### config.mk
export PLATFORM = sky130hd
export DESIGN_NAME = eac_nv_access
export DESIGN_NICKNAME = d
export VERILOG_FILES = /design/src/hdl/eac_pkg.sv /design/src/hdl/eac_nv_access.sv /design/src/hdl/eac_cycle_timer.sv /design/src/hdl/eac_nv_array.sv
export SDC_FILE = /design/constraint.sdc
export NUM_CORES = 2
export LEC_CHECK = 0
export ABC_AREA = 1
export BUFFER_PORTS_ARGS = -buffer_cell sky130_fd_sc_hd__buf_2
export CELL_PAD_IN_SITES_DETAIL_PLACEMENT = 2
export CELL_PAD_IN_SITES_GLOBAL_PLACEMENT = 2
export CORE_UTILIZATION = 50
export DETAILED_ROUTE_END_ITERATION = 12
export PLACE_DENSITY_LB_ADDON = 0.08
export SLEW_MARGIN = 20
export SYNTH_ARGS = -nofsm -noshare
export SYNTH_HDL_FRONTEND = slang
export SYNTH_SLANG_ARGS = --single-unit
### constraint.sdc
create_clock -name core_clk_i -period 21.5 [get_ports core_clk_i]
set_clock_uncertainty 0.1 [all_clocks]
set_input_delay 1.075 -clock core_clk_i [delete_from_list [all_inputs] [get_ports core_clk_i]]
set_output_delay 1.075 -clock core_clk_i [all_outputs]
set_load 0.05 [all_outputs]
### src/hdl/eac_pkg.sv
// Shared constants and types for the nonvolatile byte access unit
package eac_pkg;

  ////////////////////////////////////////////////////////////////////////////
  // Clock and widths
  localparam int unsigned CLK_MHZ = 250;
  localparam int unsigned DATA_W = 8;
  localparam int unsigned NV_ADDR_W = 9;
  localparam int unsigned NV_DEPTH = 512;
  localparam int unsigned IO_ADDR_W = 6;
  localparam int unsigned WR_CNT_W = 20;
  localparam int unsigned STALL_W = 3;

  ////////////////////////////////////////////////////////////////////////////
  // Address map of the core's register space
  localparam logic [5:0] IO_CTRL_ADDR = 6'h1f;
  localparam logic [5:0] IO_DATA_ADDR = 6'h20;
  localparam logic [5:0] IO_ADDRL_ADDR = 6'h21;
  localparam logic [5:0] IO_ADDRH_ADDR = 6'h22;
  localparam logic [5:0] IO_BIT_LIMIT = 6'h1f;
  localparam logic [7:0] IO_SPAN = 8'h40;
  localparam logic [7:0] DS_IO_BASE = 8'h20;
  localparam logic [7:0] DS_EXT_BASE = 8'h60;

  ////////////////////////////////////////////////////////////////////////////
  // Control register fields and the address high bit
  localparam int unsigned CTRL_RE_BIT = 0;
  localparam int unsigned CTRL_WS_BIT = 1;
  localparam int unsigned CTRL_MWE_BIT = 2;
  localparam int unsigned CTRL_PM_LO = 4;
  localparam int unsigned CTRL_PM_HI = 5;
  localparam int unsigned ADDRH_TOP_BIT = 0;

  ////////////////////////////////////////////////////////////////////////////
  // Reset values and fixed byte patterns
  localparam logic [7:0] DATA_RESET = 8'h00;
  localparam logic [7:0] ERASED_BYTE = 8'hff;
  localparam logic [7:0] MASK_ALL = 8'hff;
  localparam logic [7:0] MASK_NONE = 8'h00;

  ////////////////////////////////////////////////////////////////////////////
  // Cycle counts
  localparam logic [2:0] STALL_READ_CYC = 3'h4;
  localparam logic [2:0] STALL_WRITE_CYC = 3'h2;
  localparam logic [2:0] MWE_HOLD_CYC = 3'h4;
  localparam int unsigned WR_FULL_TIME_NS = 3400000;
  localparam int unsigned WR_HALF_TIME_NS = 1800000;
  localparam int unsigned WR_FULL_CYC = (WR_FULL_TIME_NS * CLK_MHZ + 999) / 1000;
  localparam int unsigned WR_HALF_CYC = (WR_HALF_TIME_NS * CLK_MHZ + 999) / 1000;

  ////////////////////////////////////////////////////////////////////////////
  // Enumerations
  typedef enum logic [1:0] {
    PM_ERASE_WRITE = 2'h0,
    PM_ERASE_ONLY = 2'h1,
    PM_WRITE_ONLY = 2'h2,
    PM_RESERVED = 2'h3
  } eac_pm_e;

  typedef enum logic [2:0] {
    OP_IN = 3'h0,
    OP_OUT = 3'h1,
    OP_LD = 3'h2,
    OP_ST = 3'h3,
    OP_SBI = 3'h4,
    OP_CBI = 3'h5,
    OP_SKIP_IF_BIT_SET_INSTRUCTION = 3'h6,
    OP_SBIC = 3'h7
  } eac_op_e;

  typedef enum logic {
    WR_IDLE = 1'b0,
    WR_BUSY = 1'b1
  } eac_wr_state_e;

endpackage

### src/hdl/eac_nv_access.sv
// Nonvolatile byte access unit on the core's register space
`timescale 1ns/1ps

// How it works
// - A 512-byte nonvolatile array; every access moves exactly one byte.
// - Address, data and control registers sit in the core's I/O space.
// - Writes time themselves; a busy bit shows when the next may start.
// - Triggering a read stalls the core for four cycles.
// - Starting a write stalls the core for two cycles.
// - A write starts only after the master enable unlock step.
// - A write already running completes even if reset arrives.
// - Registers 0x00-0x1F accept bit set, bit clear and bit test.
// - I/O ops use 0x00-0x3F; data-space ops see them at plus 0x20.
// - Extended area 0x60-0xFF is only reached by data-space loads/stores.
// - Bit set and clear change only the named bit.
// - Address bits 15..9 read zero and ignore writes.
// - Address field is bits 8..0, linear, undefined after reset.
// - Data register feeds write data and receives read data.
// - Control bits 7..6 read as zero.
// - Master enable lasts four cycles; write strobe must follow inside them.
// - Hardware clears the write strobe when the write time ends.
// - Mode field picks action and time; frozen while a write runs.
// - Read loads data at once; busy blocks reads and address changes.
module eac_nv_access #(
  parameter int unsigned WR_FULL_CYC = eac_pkg::WR_FULL_CYC,
  parameter int unsigned WR_HALF_CYC = eac_pkg::WR_HALF_CYC
) (
  // Clock and reset
  input wire logic core_clk_i,
  input wire logic rst_i,
  // Register access from the core
  input wire logic req_valid_i,
  input wire logic [2:0] req_op_i,
  input wire logic [7:0] req_addr_i,
  input wire logic [2:0] req_bit_i,
  input wire logic [7:0] req_wdata_i,
  // Answers to the core
  output logic [7:0] rdata_o,
  output logic skip_o,
  output logic stall_o
);

  ////////////////////////////////////////////////////////////////////////////
  // Declarations
  logic stall_q;
  logic acc_go;
  logic acc_ok;
  logic acc_rd;
  logic acc_wr;
  logic acc_test;
  logic [5:0] acc_idx;
  logic [7:0] acc_mask;
  logic [7:0] acc_wdat;
  logic sel_ctrl;
  logic sel_data;
  logic sel_addrl;
  logic sel_addrh;
  logic [7:0] rd_val;
  logic [7:0] ctrl_val;
  logic [8:0] nv_addr_reg_q;
  logic [8:0] nv_addr_reg_d;
  logic [7:0] nv_data_reg_q;
  logic [7:0] nv_data_reg_d;
  logic [1:0] prog_mode_q;
  logic [1:0] prog_mode_d;
  logic [7:0] wr_byte_q;
  logic [7:0] wr_byte_d;
  eac_pkg::eac_wr_state_e wr_state_q;
  eac_pkg::eac_wr_state_e wr_state_d;
  logic [19:0] wr_tmr_q;
  logic [19:0] wr_tmr_d;
  logic master_write_enable;
  logic write_strobe;
  logic mwe_set;
  logic mwe_clear;
  logic ws_start;
  logic read_strobe;
  logic prog_go;
  logic [7:0] nv_rd_byte;
  logic [7:0] rdata_q;
  logic [7:0] rdata_d;
  logic skip_q;
  logic skip_d;

  ////////////////////////////////////////////////////////////////////////////
  // Request decode
  // Requests are refused while the core is stalled or held in reset
  assign acc_go = req_valid_i && !stall_q && !rst_i;

  // Map each op onto an I/O index, a bit mask and the write value
  always_comb
  begin
    acc_ok = 1'b0;
    acc_rd = 1'b0;
    acc_wr = 1'b0;
    acc_test = 1'b0;
    acc_idx = req_addr_i[5:0];
    acc_mask = eac_pkg::MASK_NONE;
    acc_wdat = req_wdata_i;
    case (req_op_i)
      eac_pkg::OP_IN, eac_pkg::OP_OUT:
      begin
        acc_ok = (req_addr_i < eac_pkg::IO_SPAN);
        acc_rd = (req_op_i == eac_pkg::OP_IN);
        acc_wr = (req_op_i == eac_pkg::OP_OUT);
        acc_mask = eac_pkg::MASK_ALL;
      end
      eac_pkg::OP_LD, eac_pkg::OP_ST:
      begin
        // Extended locations hold nothing of ours and answer zero
        acc_ok = (req_addr_i >= eac_pkg::DS_IO_BASE) &&
                 (req_addr_i < eac_pkg::DS_EXT_BASE);
        acc_idx = 6'(req_addr_i - eac_pkg::DS_IO_BASE);
        acc_rd = (req_op_i == eac_pkg::OP_LD);
        acc_wr = (req_op_i == eac_pkg::OP_ST);
        acc_mask = eac_pkg::MASK_ALL;
      end
      eac_pkg::OP_SBI, eac_pkg::OP_CBI:
      begin
        acc_ok = (req_addr_i[7:0] <= {2'h0, eac_pkg::IO_BIT_LIMIT});
        acc_wr = 1'b1;
        acc_mask = 8'h01 << req_bit_i;
        acc_wdat = (req_op_i == eac_pkg::OP_SBI) ? eac_pkg::MASK_ALL :
                   eac_pkg::MASK_NONE;
      end
      eac_pkg::OP_SKIP_IF_BIT_SET_INSTRUCTION, eac_pkg::OP_SBIC:
      begin
        acc_ok = (req_addr_i[7:0] <= {2'h0, eac_pkg::IO_BIT_LIMIT});
        acc_test = 1'b1;
      end
      default:
      begin
        acc_ok = 1'b0;
      end
    endcase
  end

  // Register selects
  assign sel_ctrl = acc_go && acc_ok && (acc_idx == eac_pkg::IO_CTRL_ADDR);
  assign sel_data = acc_go && acc_ok && (acc_idx == eac_pkg::IO_DATA_ADDR);
  assign sel_addrl = acc_go && acc_ok && (acc_idx == eac_pkg::IO_ADDRL_ADDR);
  assign sel_addrh = acc_go && acc_ok && (acc_idx == eac_pkg::IO_ADDRH_ADDR);

  ////////////////////////////////////////////////////////////////////////////
  // Control register view and read mux
  assign write_strobe = (wr_state_q == eac_pkg::WR_BUSY);

  // Reserved bits and the read strobe always read as zero
  always_comb
  begin
    ctrl_val = 8'h00;
    ctrl_val[eac_pkg::CTRL_PM_HI:eac_pkg::CTRL_PM_LO] = prog_mode_q;
    ctrl_val[eac_pkg::CTRL_MWE_BIT] = master_write_enable;
    ctrl_val[eac_pkg::CTRL_WS_BIT] = write_strobe;
  end

  // Unmapped and reserved locations read as zero
  always_comb
  begin
    rd_val = 8'h00;
    if (acc_ok)
    begin
      case (acc_idx)
        eac_pkg::IO_CTRL_ADDR: rd_val = ctrl_val;
        eac_pkg::IO_DATA_ADDR: rd_val = nv_data_reg_q;
        eac_pkg::IO_ADDRL_ADDR: rd_val = nv_addr_reg_q[7:0];
        eac_pkg::IO_ADDRH_ADDR: rd_val = {7'h00, nv_addr_reg_q[8]};
        default: rd_val = 8'h00;
      endcase
    end
  end

  ////////////////////////////////////////////////////////////////////////////
  // Control bit events
  // Master enable written one arms the four-cycle window
  assign mwe_set = sel_ctrl && acc_wr && acc_mask[eac_pkg::CTRL_MWE_BIT] &&
                   acc_wdat[eac_pkg::CTRL_MWE_BIT];
  assign mwe_clear = sel_ctrl && acc_wr && acc_mask[eac_pkg::CTRL_MWE_BIT] &&
                     !acc_wdat[eac_pkg::CTRL_MWE_BIT];

  // Strobe without a live unlock window, or with the reserved mode, is dropped
  assign ws_start = sel_ctrl && acc_wr && acc_mask[eac_pkg::CTRL_WS_BIT] &&
                    acc_wdat[eac_pkg::CTRL_WS_BIT] && master_write_enable &&
                    (wr_state_q == eac_pkg::WR_IDLE) &&
                    (prog_mode_q != eac_pkg::PM_RESERVED);

  // Reads are blocked while a write runs
  assign read_strobe = sel_ctrl && acc_wr && acc_mask[eac_pkg::CTRL_RE_BIT] &&
                       acc_wdat[eac_pkg::CTRL_RE_BIT] &&
                       (wr_state_q == eac_pkg::WR_IDLE);

  // Four-cycle unlock window; cleared by hardware at its end
  eac_cycle_timer u_mwe_timer (
    .core_clk_i(core_clk_i),
    .rst_i(rst_i),
    .load_i(mwe_set),
    .load_val_i(eac_pkg::MWE_HOLD_CYC),
    .clear_i(mwe_clear),
    .busy_o(master_write_enable)
  );

  // Core stall after a read trigger or a write start
  eac_cycle_timer u_stall_timer (
    .core_clk_i(core_clk_i),
    .rst_i(rst_i),
    .load_i(read_strobe || ws_start),
    .load_val_i(read_strobe ? eac_pkg::STALL_READ_CYC :
                eac_pkg::STALL_WRITE_CYC),
    .clear_i(1'b0),
    .busy_o(stall_q)
  );

  ////////////////////////////////////////////////////////////////////////////
  // Address, data and mode registers
  always_comb
  begin
    nv_addr_reg_d = nv_addr_reg_q;
    nv_data_reg_d = nv_data_reg_q;
    prog_mode_d = prog_mode_q;
    // Address frozen during a write so the running byte keeps its target
    if (sel_addrl && acc_wr && !write_strobe)
    begin
      nv_addr_reg_d[7:0] = (nv_addr_reg_q[7:0] & ~acc_mask) |
                           (acc_wdat & acc_mask);
    end
    if (sel_addrh && acc_wr && !write_strobe &&
        acc_mask[eac_pkg::ADDRH_TOP_BIT])
    begin
      nv_addr_reg_d[8] = acc_wdat[eac_pkg::ADDRH_TOP_BIT];
    end
    if (sel_data && acc_wr)
    begin
      nv_data_reg_d = (nv_data_reg_q & ~acc_mask) | (acc_wdat & acc_mask);
    end
    if (read_strobe)
    begin
      nv_data_reg_d = nv_rd_byte;
    end
    if (sel_ctrl && acc_wr && !write_strobe)
    begin
      if (acc_mask[eac_pkg::CTRL_PM_LO])
      begin
        prog_mode_d[0] = acc_wdat[eac_pkg::CTRL_PM_LO];
      end
      if (acc_mask[eac_pkg::CTRL_PM_HI])
      begin
        prog_mode_d[1] = acc_wdat[eac_pkg::CTRL_PM_HI];
      end
    end
  end

  // Address has no reset value; mode resets only when no write runs
  always_ff @(posedge core_clk_i)
  begin
    nv_addr_reg_q <= nv_addr_reg_d;
    if (rst_i)
    begin
      nv_data_reg_q <= eac_pkg::DATA_RESET;
    end
    else
    begin
      nv_data_reg_q <= nv_data_reg_d;
    end
    if (rst_i && !write_strobe)
    begin
      prog_mode_q <= eac_pkg::PM_ERASE_WRITE;
    end
    else
    begin
      prog_mode_q <= prog_mode_d;
    end
  end

  ////////////////////////////////////////////////////////////////////////////
  // Self-timed write sequencer
  // Data is latched at start so late data writes cannot corrupt the byte
  always_comb
  begin
    wr_state_d = wr_state_q;
    wr_tmr_d = wr_tmr_q;
    wr_byte_d = wr_byte_q;
    prog_go = 1'b0;
    case (wr_state_q)
      eac_pkg::WR_IDLE:
      begin
        if (ws_start)
        begin
          wr_state_d = eac_pkg::WR_BUSY;
          wr_byte_d = nv_data_reg_q;
          wr_tmr_d = (prog_mode_q == eac_pkg::PM_ERASE_WRITE) ?
                     20'(WR_FULL_CYC - 1) : 20'(WR_HALF_CYC - 1);
        end
      end
      eac_pkg::WR_BUSY:
      begin
        if (wr_tmr_q == 20'h00000)
        begin
          prog_go = 1'b1;
          wr_state_d = eac_pkg::WR_IDLE;
        end
        else
        begin
          wr_tmr_d = wr_tmr_q - 20'h00001;
        end
      end
      default:
      begin
        wr_state_d = eac_pkg::WR_IDLE;
      end
    endcase
  end

  // Reset leaves a running write alone so the byte is not lost
  always_ff @(posedge core_clk_i)
  begin
    if (rst_i && (wr_state_q == eac_pkg::WR_IDLE))
    begin
      wr_state_q <= eac_pkg::WR_IDLE;
      wr_tmr_q <= 20'h00000;
      wr_byte_q <= eac_pkg::DATA_RESET;
    end
    else
    begin
      wr_state_q <= wr_state_d;
      wr_tmr_q <= wr_tmr_d;
      wr_byte_q <= wr_byte_d;
    end
  end

  ////////////////////////////////////////////////////////////////////////////
  // Cell array
  eac_nv_array u_array (
    .core_clk_i(core_clk_i),
    .rd_addr_i(nv_addr_reg_q),
    .rd_data_o(nv_rd_byte),
    .prog_i(prog_go),
    .prog_addr_i(nv_addr_reg_q),
    .prog_data_i(wr_byte_q),
    .prog_mode_i(prog_mode_q)
  );

  ////////////////////////////////////////////////////////////////////////////
  // Answers to the core
  // Read data holds until the next read; skip is a one-cycle pulse
  always_comb
  begin
    rdata_d = rdata_q;
    skip_d = 1'b0;
    if (acc_go && acc_rd)
    begin
      rdata_d = rd_val;
    end
    if (acc_go && acc_test && acc_ok)
    begin
      skip_d = rd_val[req_bit_i] ==
               (req_op_i == eac_pkg::OP_SKIP_IF_BIT_SET_INSTRUCTION);
    end
  end

  // Registers
  always_ff @(posedge core_clk_i)
  begin
    if (rst_i)
    begin
      rdata_q <= 8'h00;
      skip_q <= 1'b0;
    end
    else
    begin
      rdata_q <= rdata_d;
      skip_q <= skip_d;
    end
  end

  assign rdata_o = rdata_q;
  assign skip_o = skip_q;
  assign stall_o = stall_q;

endmodule // eac_nv_access

### src/hdl/eac_cycle_timer.sv
// Small down counter that holds a busy flag for a loaded number of cycles
`timescale 1ns/1ps
module eac_cycle_timer (
  // Clock and reset
  input wire logic core_clk_i,
  input wire logic rst_i,
  // Control
  input wire logic load_i,
  input wire logic [2:0] load_val_i,
  input wire logic clear_i,
  // Status
  output logic busy_o
);

  logic [2:0] cnt_q;
  logic [2:0] cnt_d;
  logic busy_q;
  logic busy_d;

  // Busy stays high for exactly load_val cycles after the load cycle
  always_comb
  begin
    cnt_d = cnt_q;
    if (clear_i)
    begin
      cnt_d = 3'h0;
    end
    else if (load_i)
    begin
      cnt_d = load_val_i;
    end
    else if (cnt_q != 3'h0)
    begin
      cnt_d = cnt_q - 3'h1;
    end
    busy_d = (cnt_d != 3'h0);
  end

  // Registers
  always_ff @(posedge core_clk_i)
  begin
    if (rst_i)
    begin
      cnt_q <= 3'h0;
      busy_q <= 1'b0;
    end
    else
    begin
      cnt_q <= cnt_d;
      busy_q <= busy_d;
    end
  end

  assign busy_o = busy_q;

endmodule // eac_cycle_timer

### src/hdl/eac_nv_array.sv
// Byte array that models the nonvolatile cells and the program actions
`timescale 1ns/1ps
module eac_nv_array (
  // Clock
  input wire logic core_clk_i,
  // Read port
  input wire logic [8:0] rd_addr_i,
  output logic [7:0] rd_data_o,
  // Program port
  input wire logic prog_i,
  input wire logic [8:0] prog_addr_i,
  input wire logic [7:0] prog_data_i,
  input wire logic [1:0] prog_mode_i
);

  logic [7:0] cells_q [eac_pkg::NV_DEPTH];
  logic [7:0] new_byte;

  // Erase drives all ones; a plain write can only clear bits
  always_comb
  begin
    case (prog_mode_i)
      eac_pkg::PM_ERASE_WRITE: new_byte = prog_data_i;
      eac_pkg::PM_ERASE_ONLY: new_byte = eac_pkg::ERASED_BYTE;
      eac_pkg::PM_WRITE_ONLY: new_byte = cells_q[prog_addr_i] & prog_data_i;
      default: new_byte = cells_q[prog_addr_i];
    endcase
  end

  // Cells are never reset, they keep contents across resets
  always_ff @(posedge core_clk_i)
  begin
    if (prog_i)
    begin
      cells_q[prog_addr_i] <= new_byte;
    end
  end

  assign rd_data_o = cells_q[rd_addr_i];

endmodule // eac_nv_array

==> results.md, run 1 <==
* Outcome: aborted with a tool error
* Last stage reached: detailed placement
* First error: [ERROR DPL-0033] detailed placement checks failed during check placement.
* Seq cells post-synth at between 4000 and 5000
* Cell Area, Synth at approximately 160000 µm²
* Number of port buffers at 34
* Yosys warning count at 0
* Xor and xnor fraction of the mapped netlist area at 0.0547%
* Ports at 35
* Syn nets at 11523
* Syn Area/Cell at roughly 14 µm²
* Mux cell area share after synthesis at less than 1%
* Die Span X at around 570 µm
* Core Rows at about 210
* Initial Utilization at about half
* Compound-Gate Fraction of Synth Area at a little under a tenth
* Post-synthesis sequential area ratio at around 78%
* Synth unique cells at 44
* Post-Synth Adder-Cell Area at less than 1%
* Chip Height at about 570 µm
* Main combinational cell family by area after synthesis: simple AND/OR/NAND/NOR gates
* Simple-Gate Fraction of Synth Area at around 11%
* Gpl congestion at 0.858
* Cells after synthesis at 11491
* Post-DP HPWL at 383000 µm
-- cells in the mapped netlist, drive strengths merged --
library cell,number,share of area [%]
clkbuf,301,0.71
or2,11,0.043
clkinv,18,0.042
inv,122,0.29
edfxtp,4105,77
a31oi,5,0.020
nor4,5,0.023
ha,7,0.055
nor3,22,0.072
nand3b,1,0.0047
a21boi,1,0.0047
o211ai,6,0.028
a211oi,1,0.0047
dfxtp,56,0.70
xnor2,3,0.016
a21o,2,0.0094
buf,382,1.2
xor2,7,0.038
nand4,134,0.52
and3,2,0.0078
and2,11,0.043
nand3,113,0.36
mux2i,1,0.0062
o22ai,1,0.0039
o21ai,193,0.60
nand2,3294,7.7
a22oi,1794,8.4
a31o,1,0.0055
nor2,800,1.9
a21oi,92,0.29
-- cell families after synthesis --
logic type               Yosys count
AND/OR/NAND/NOR                 4393
flip-flops                      4161
AO/OA/AOI/OAI                   2096
buffers and inverters            823
XOR/XNOR                          10
adder cells (fa/ha/maj)            7
multiplexers                       1
-- metrics by stage --
step              hold slack [ps]  instances  setup slack (ps)
floorplan                     322      11491             12590
global placement              340      15223             12530
==> run 2, diff against run 1 <==
CELL_PAD_IN_SITES_DETAIL_PLACEMENT = not set   (was 2)
CELL_PAD_IN_SITES_GLOBAL_PLACEMENT = not set   (was 2)
CORE_UTILIZATION = 40   (was 50)
PLACE_DENSITY_LB_ADDON = 0.15   (was 0.08)
==> results.md, run 2 <==
* CORE AREA at roughly 400000 µm²
* Cell mode on critical path: buf_4
* Ports at 35 (unchanged)
* Final non-filler cell total at roughly 17000
* Area Growth Syn to Fin at 12.2%
* Hold path start: req_op_i[0]
* Slack of the critical path at ~11000 ps
* Cell Area, Synth at 160000 µm² (unchanged)
* CTS Hold Bufs at 0
* VDD IR max at about 0.07 mV
* Cts bufs inserted at between 400 and 500
* Chip Height at 635 µm (+12%)
* CTS root buf: clkbuf_16
* Final nets at roughly 12000
* Via count at between 90000 and 100k
* Pre-CTS setup slack at about 11000 ps
* Routed len/inst at 29.7 µm
* Post-CTS setup repair buffer count at 0
* Buffers & Inverters on Critical Path at 12
* Syn Area/Cell at 13.9 µm² (unchanged)
* Cells after synthesis at 11491 (unchanged)
* Commonest non-fill, non-tap cell in the layout: edfxtp_1
* Post-synth EDFFs at 4105 (unchanged)
* Synth unique cells at 44 (unchanged)
* WS Path Type: reg2reg
* Worst Hold Path EP: skip_o
* Placed Instances at 16318
* 1st-iter DRT viols at about 11000
* Total net switching power at 0.00326 W
* Slowest cell on the critical path: buf_4
* Share of synthesized registers carrying an async set or reset at 0% (unchanged)
* Synth top area share at 76.9% (unchanged)
* Cells along the critical path: buf_4 -> buf_4 -> buf_4 -> nand2_2 -> inv_8 -> buf_4 -> buf_4 -> buf_4 -> buf_4 -> a22oi_1 -> nand2_1 -> nand2_1 -> nand2_1 -> o21ai_0 -> nand4_1 -> nand2_1 -> nand2_1 -> nor2_1 -> nand3_1 -> nand2_1 -> inv_8 -> buf_4 -> buf_4 -> buf_4
* Count leader, synth: edfxtp_1
* Register clock-pin slew on the reported worst setup and hold paths at ~60 ps
* Post-CTS Resized at 0
* Design area at 180000 µm²
* Post-synth top area cell: edfxtp_1
* CTS tree: yes
* RSZ-0062 raised after global routing: no
* Worst r2r path cells at 24
* Final Max Slew Viols at 0
* Initial Utilization at 40.1% (-10 points)
* Top Registers: u_array.cells_q (4096), wr_tmr_q (20)
* Fin crit period at 10850 ps
* Sw Share at 20.2%
* Worst-Skew Late Latency at about 1000 ps
* Worst r2r dst: u_array.cells_q[166][7]
* Vias in the first global route at 96662
* Main flop type after synthesis: edfxtp_1
* Initial antenna violation count at 25
* Vias per Instance at ~5.7
* Sequential share of power at ~55%
* Grt total ovfl at 0
* Final TNS setup at 0 ps
* Setup Viol. Count Final at 0
* Top reg by flops: u_array.cells_q
* Seq cells post-synth at 4161 (unchanged)
* Max reg flops at slightly above 4000
* Commonest cells after routing, fill and taps aside: edfxtp_1 (4105), nand2_1 (3272), a22oi_1 (1794), nor2_1 (775), clkbuf_16 (438)
* Family with the most delay on the worst path: buffers and inverters
* Number of port buffers at 34 (unchanged)
* GRT Total Usage at 24.5%
* Setup crit end kind: register
* Layout cells sized above 1 at under 10%
* Drt pass-1 iters at 6
* Worst hold path cell count at 3
* Part of the power in combinational logic at 0.4%
* Yosys warning count at 0 (unchanged)
* Clock tree buffer depth at 4
* Min-delay worst type: in2reg
* First-pass GRT wire length at ~720000 µm
* Actual transition at the worst max-transition pin at 1230 ps
* Setup crit start kind: register
* FF-to-FF setup slack at ~11000 ps
* Worst-path fanout max at between 100 and 150
* Largest net degree at the start of global routing at roughly 190
* Fmax at between 0.09 and 0.1 GHz
* Final hold viol count at 0
* Slew HR at 17.3%
* Worst EP required at approximately 22000 ps
* Max-capacitance violation count at 0
* Drt total wl at slightly above 500000 µm
* Placed Instance Area at between 150000 and 200000 µm²
* Cell Int Power at 0.0129 W
* Syn nets at 11523 (unchanged)
* Top post-synthesis cells by area: edfxtp_1 (77%), a22oi_1 (8.4%), nand2_1 (7.7%), nor2_1 (1.8%), buf_2 (0.86%)
* Die area at between 400000 and 500000 µm²
* Core Rows at 232 (+12%)
* Post-DP HPWL at 289000 µm (-25%)
* Slowest Stage Delay on Critical Path at about 950 ps
* Post-synth top cells: edfxtp_1 (4105), nand2_1 (3289), a22oi_1 (1794)
* Post-synthesis sequential area ratio at 77.6% (unchanged)
* Clock sinks at around 4200
* Outcome: complete, no violations
* Cell Pwr Density at 89.9 nW/µm²
* Post-route ant nets at 0
* Leak at about 53 nW
* DRC at 0
* Clock power frac at 45.1%
* Crit share post-route at between 50% and 60%
* WP data arrival at about 11000 ps
* Die Span X at 635 µm (+12%)
* Htree depth at 5
* Gpl congestion at 0.861 (+0.42%)
-- run 2: worst min-delay path, cell delays in order --
cell     delay, ps
buf_2          110
nand3_1         70
a21oi_1         60
-- run 2: logic make-up (layout without fill, tap and decap cells) --
family	count (synthesis)	after routing	share of synthesized area (%)
other	0	11	0
buffers and inverters	823	1176	2.19
adder cells (fa/ha/maj)	7	7	0.0547
AND/OR/NAND/NOR	4393	4393	10.7
XOR/XNOR	10	10	0.0547
multiplexers	1	1	0.00625
AO/OA/AOI/OAI	2096	2096	9.37
flip-flops	4161	4161	77.6
-- run 2: area by class of cell --
cell class	instances	area, µm²
antenna	11	27.5
clock buffer	537	11300
clock inverter	252	2270
fill	35301	219000
inverter	140	613
multi-input combinational	6507	32500
sequential	4161	124000
tap	5265	6590
timing repair buffer	247	2010
-- run 2: metal layers --
layer	GRT usage, %	wire length (µm)	vias up
met4	8.42	18400	4
met3	4.51	41200	798
met2	39.0	237000	4309
met1	33.9	212000	50408
li1	-	-	42741
met5	0	27	-
-- run 2: per-stage QoR --
step / hold slack [ps] / utilization (%) / power (W)
2_1_floorplan: 322 / - / 0.00902
3_3_place_gp: 342 / 41.6 / 0.00903
3_5_place_dp: 357 / 41.6 / 0.00904
4_1_cts: 183 / 45.0 / 0.0162
5_1_grt: 250 / 45.0 / 0.0165
6_report: 254 / 45.0 / 0.0162
-- run 2: power by group through the flow --
stage,Sequential (W),Clock [W],Combinational [W]
5_1_grt,0.00880,0.00767,0.0000790
4_1_cts,0.00880,0.00738,0.0000694
3_5_place_dp,0.00897,0,0.0000692
3_3_place_gp,0.00897,0,0.0000643
2_1_floorplan,0.00897,0,0.0000474
6_report,0.00880,0.00729,0.0000694
-- run 2: how the worst max path moves through the flow --
stage / slack (ps) / cells past startpoint / endpoint
6_report: 10650 / 24 / u_array.cells_q[166][7]
5_1_grt: 10190 / 24 / u_array.cells_q[496][7]
4_1_cts: 10710 / 24 / u_array.cells_q[496][7]
3_5_place_dp: 10760 / 24 / u_array.cells_q[164][7]
3_3_place_gp: 10920 / 24 / u_array.cells_q[164][7]
2_1_floorplan: 12590 / 17 / u_array.cells_q[0][4]
(Power assumes the default switching activity.)
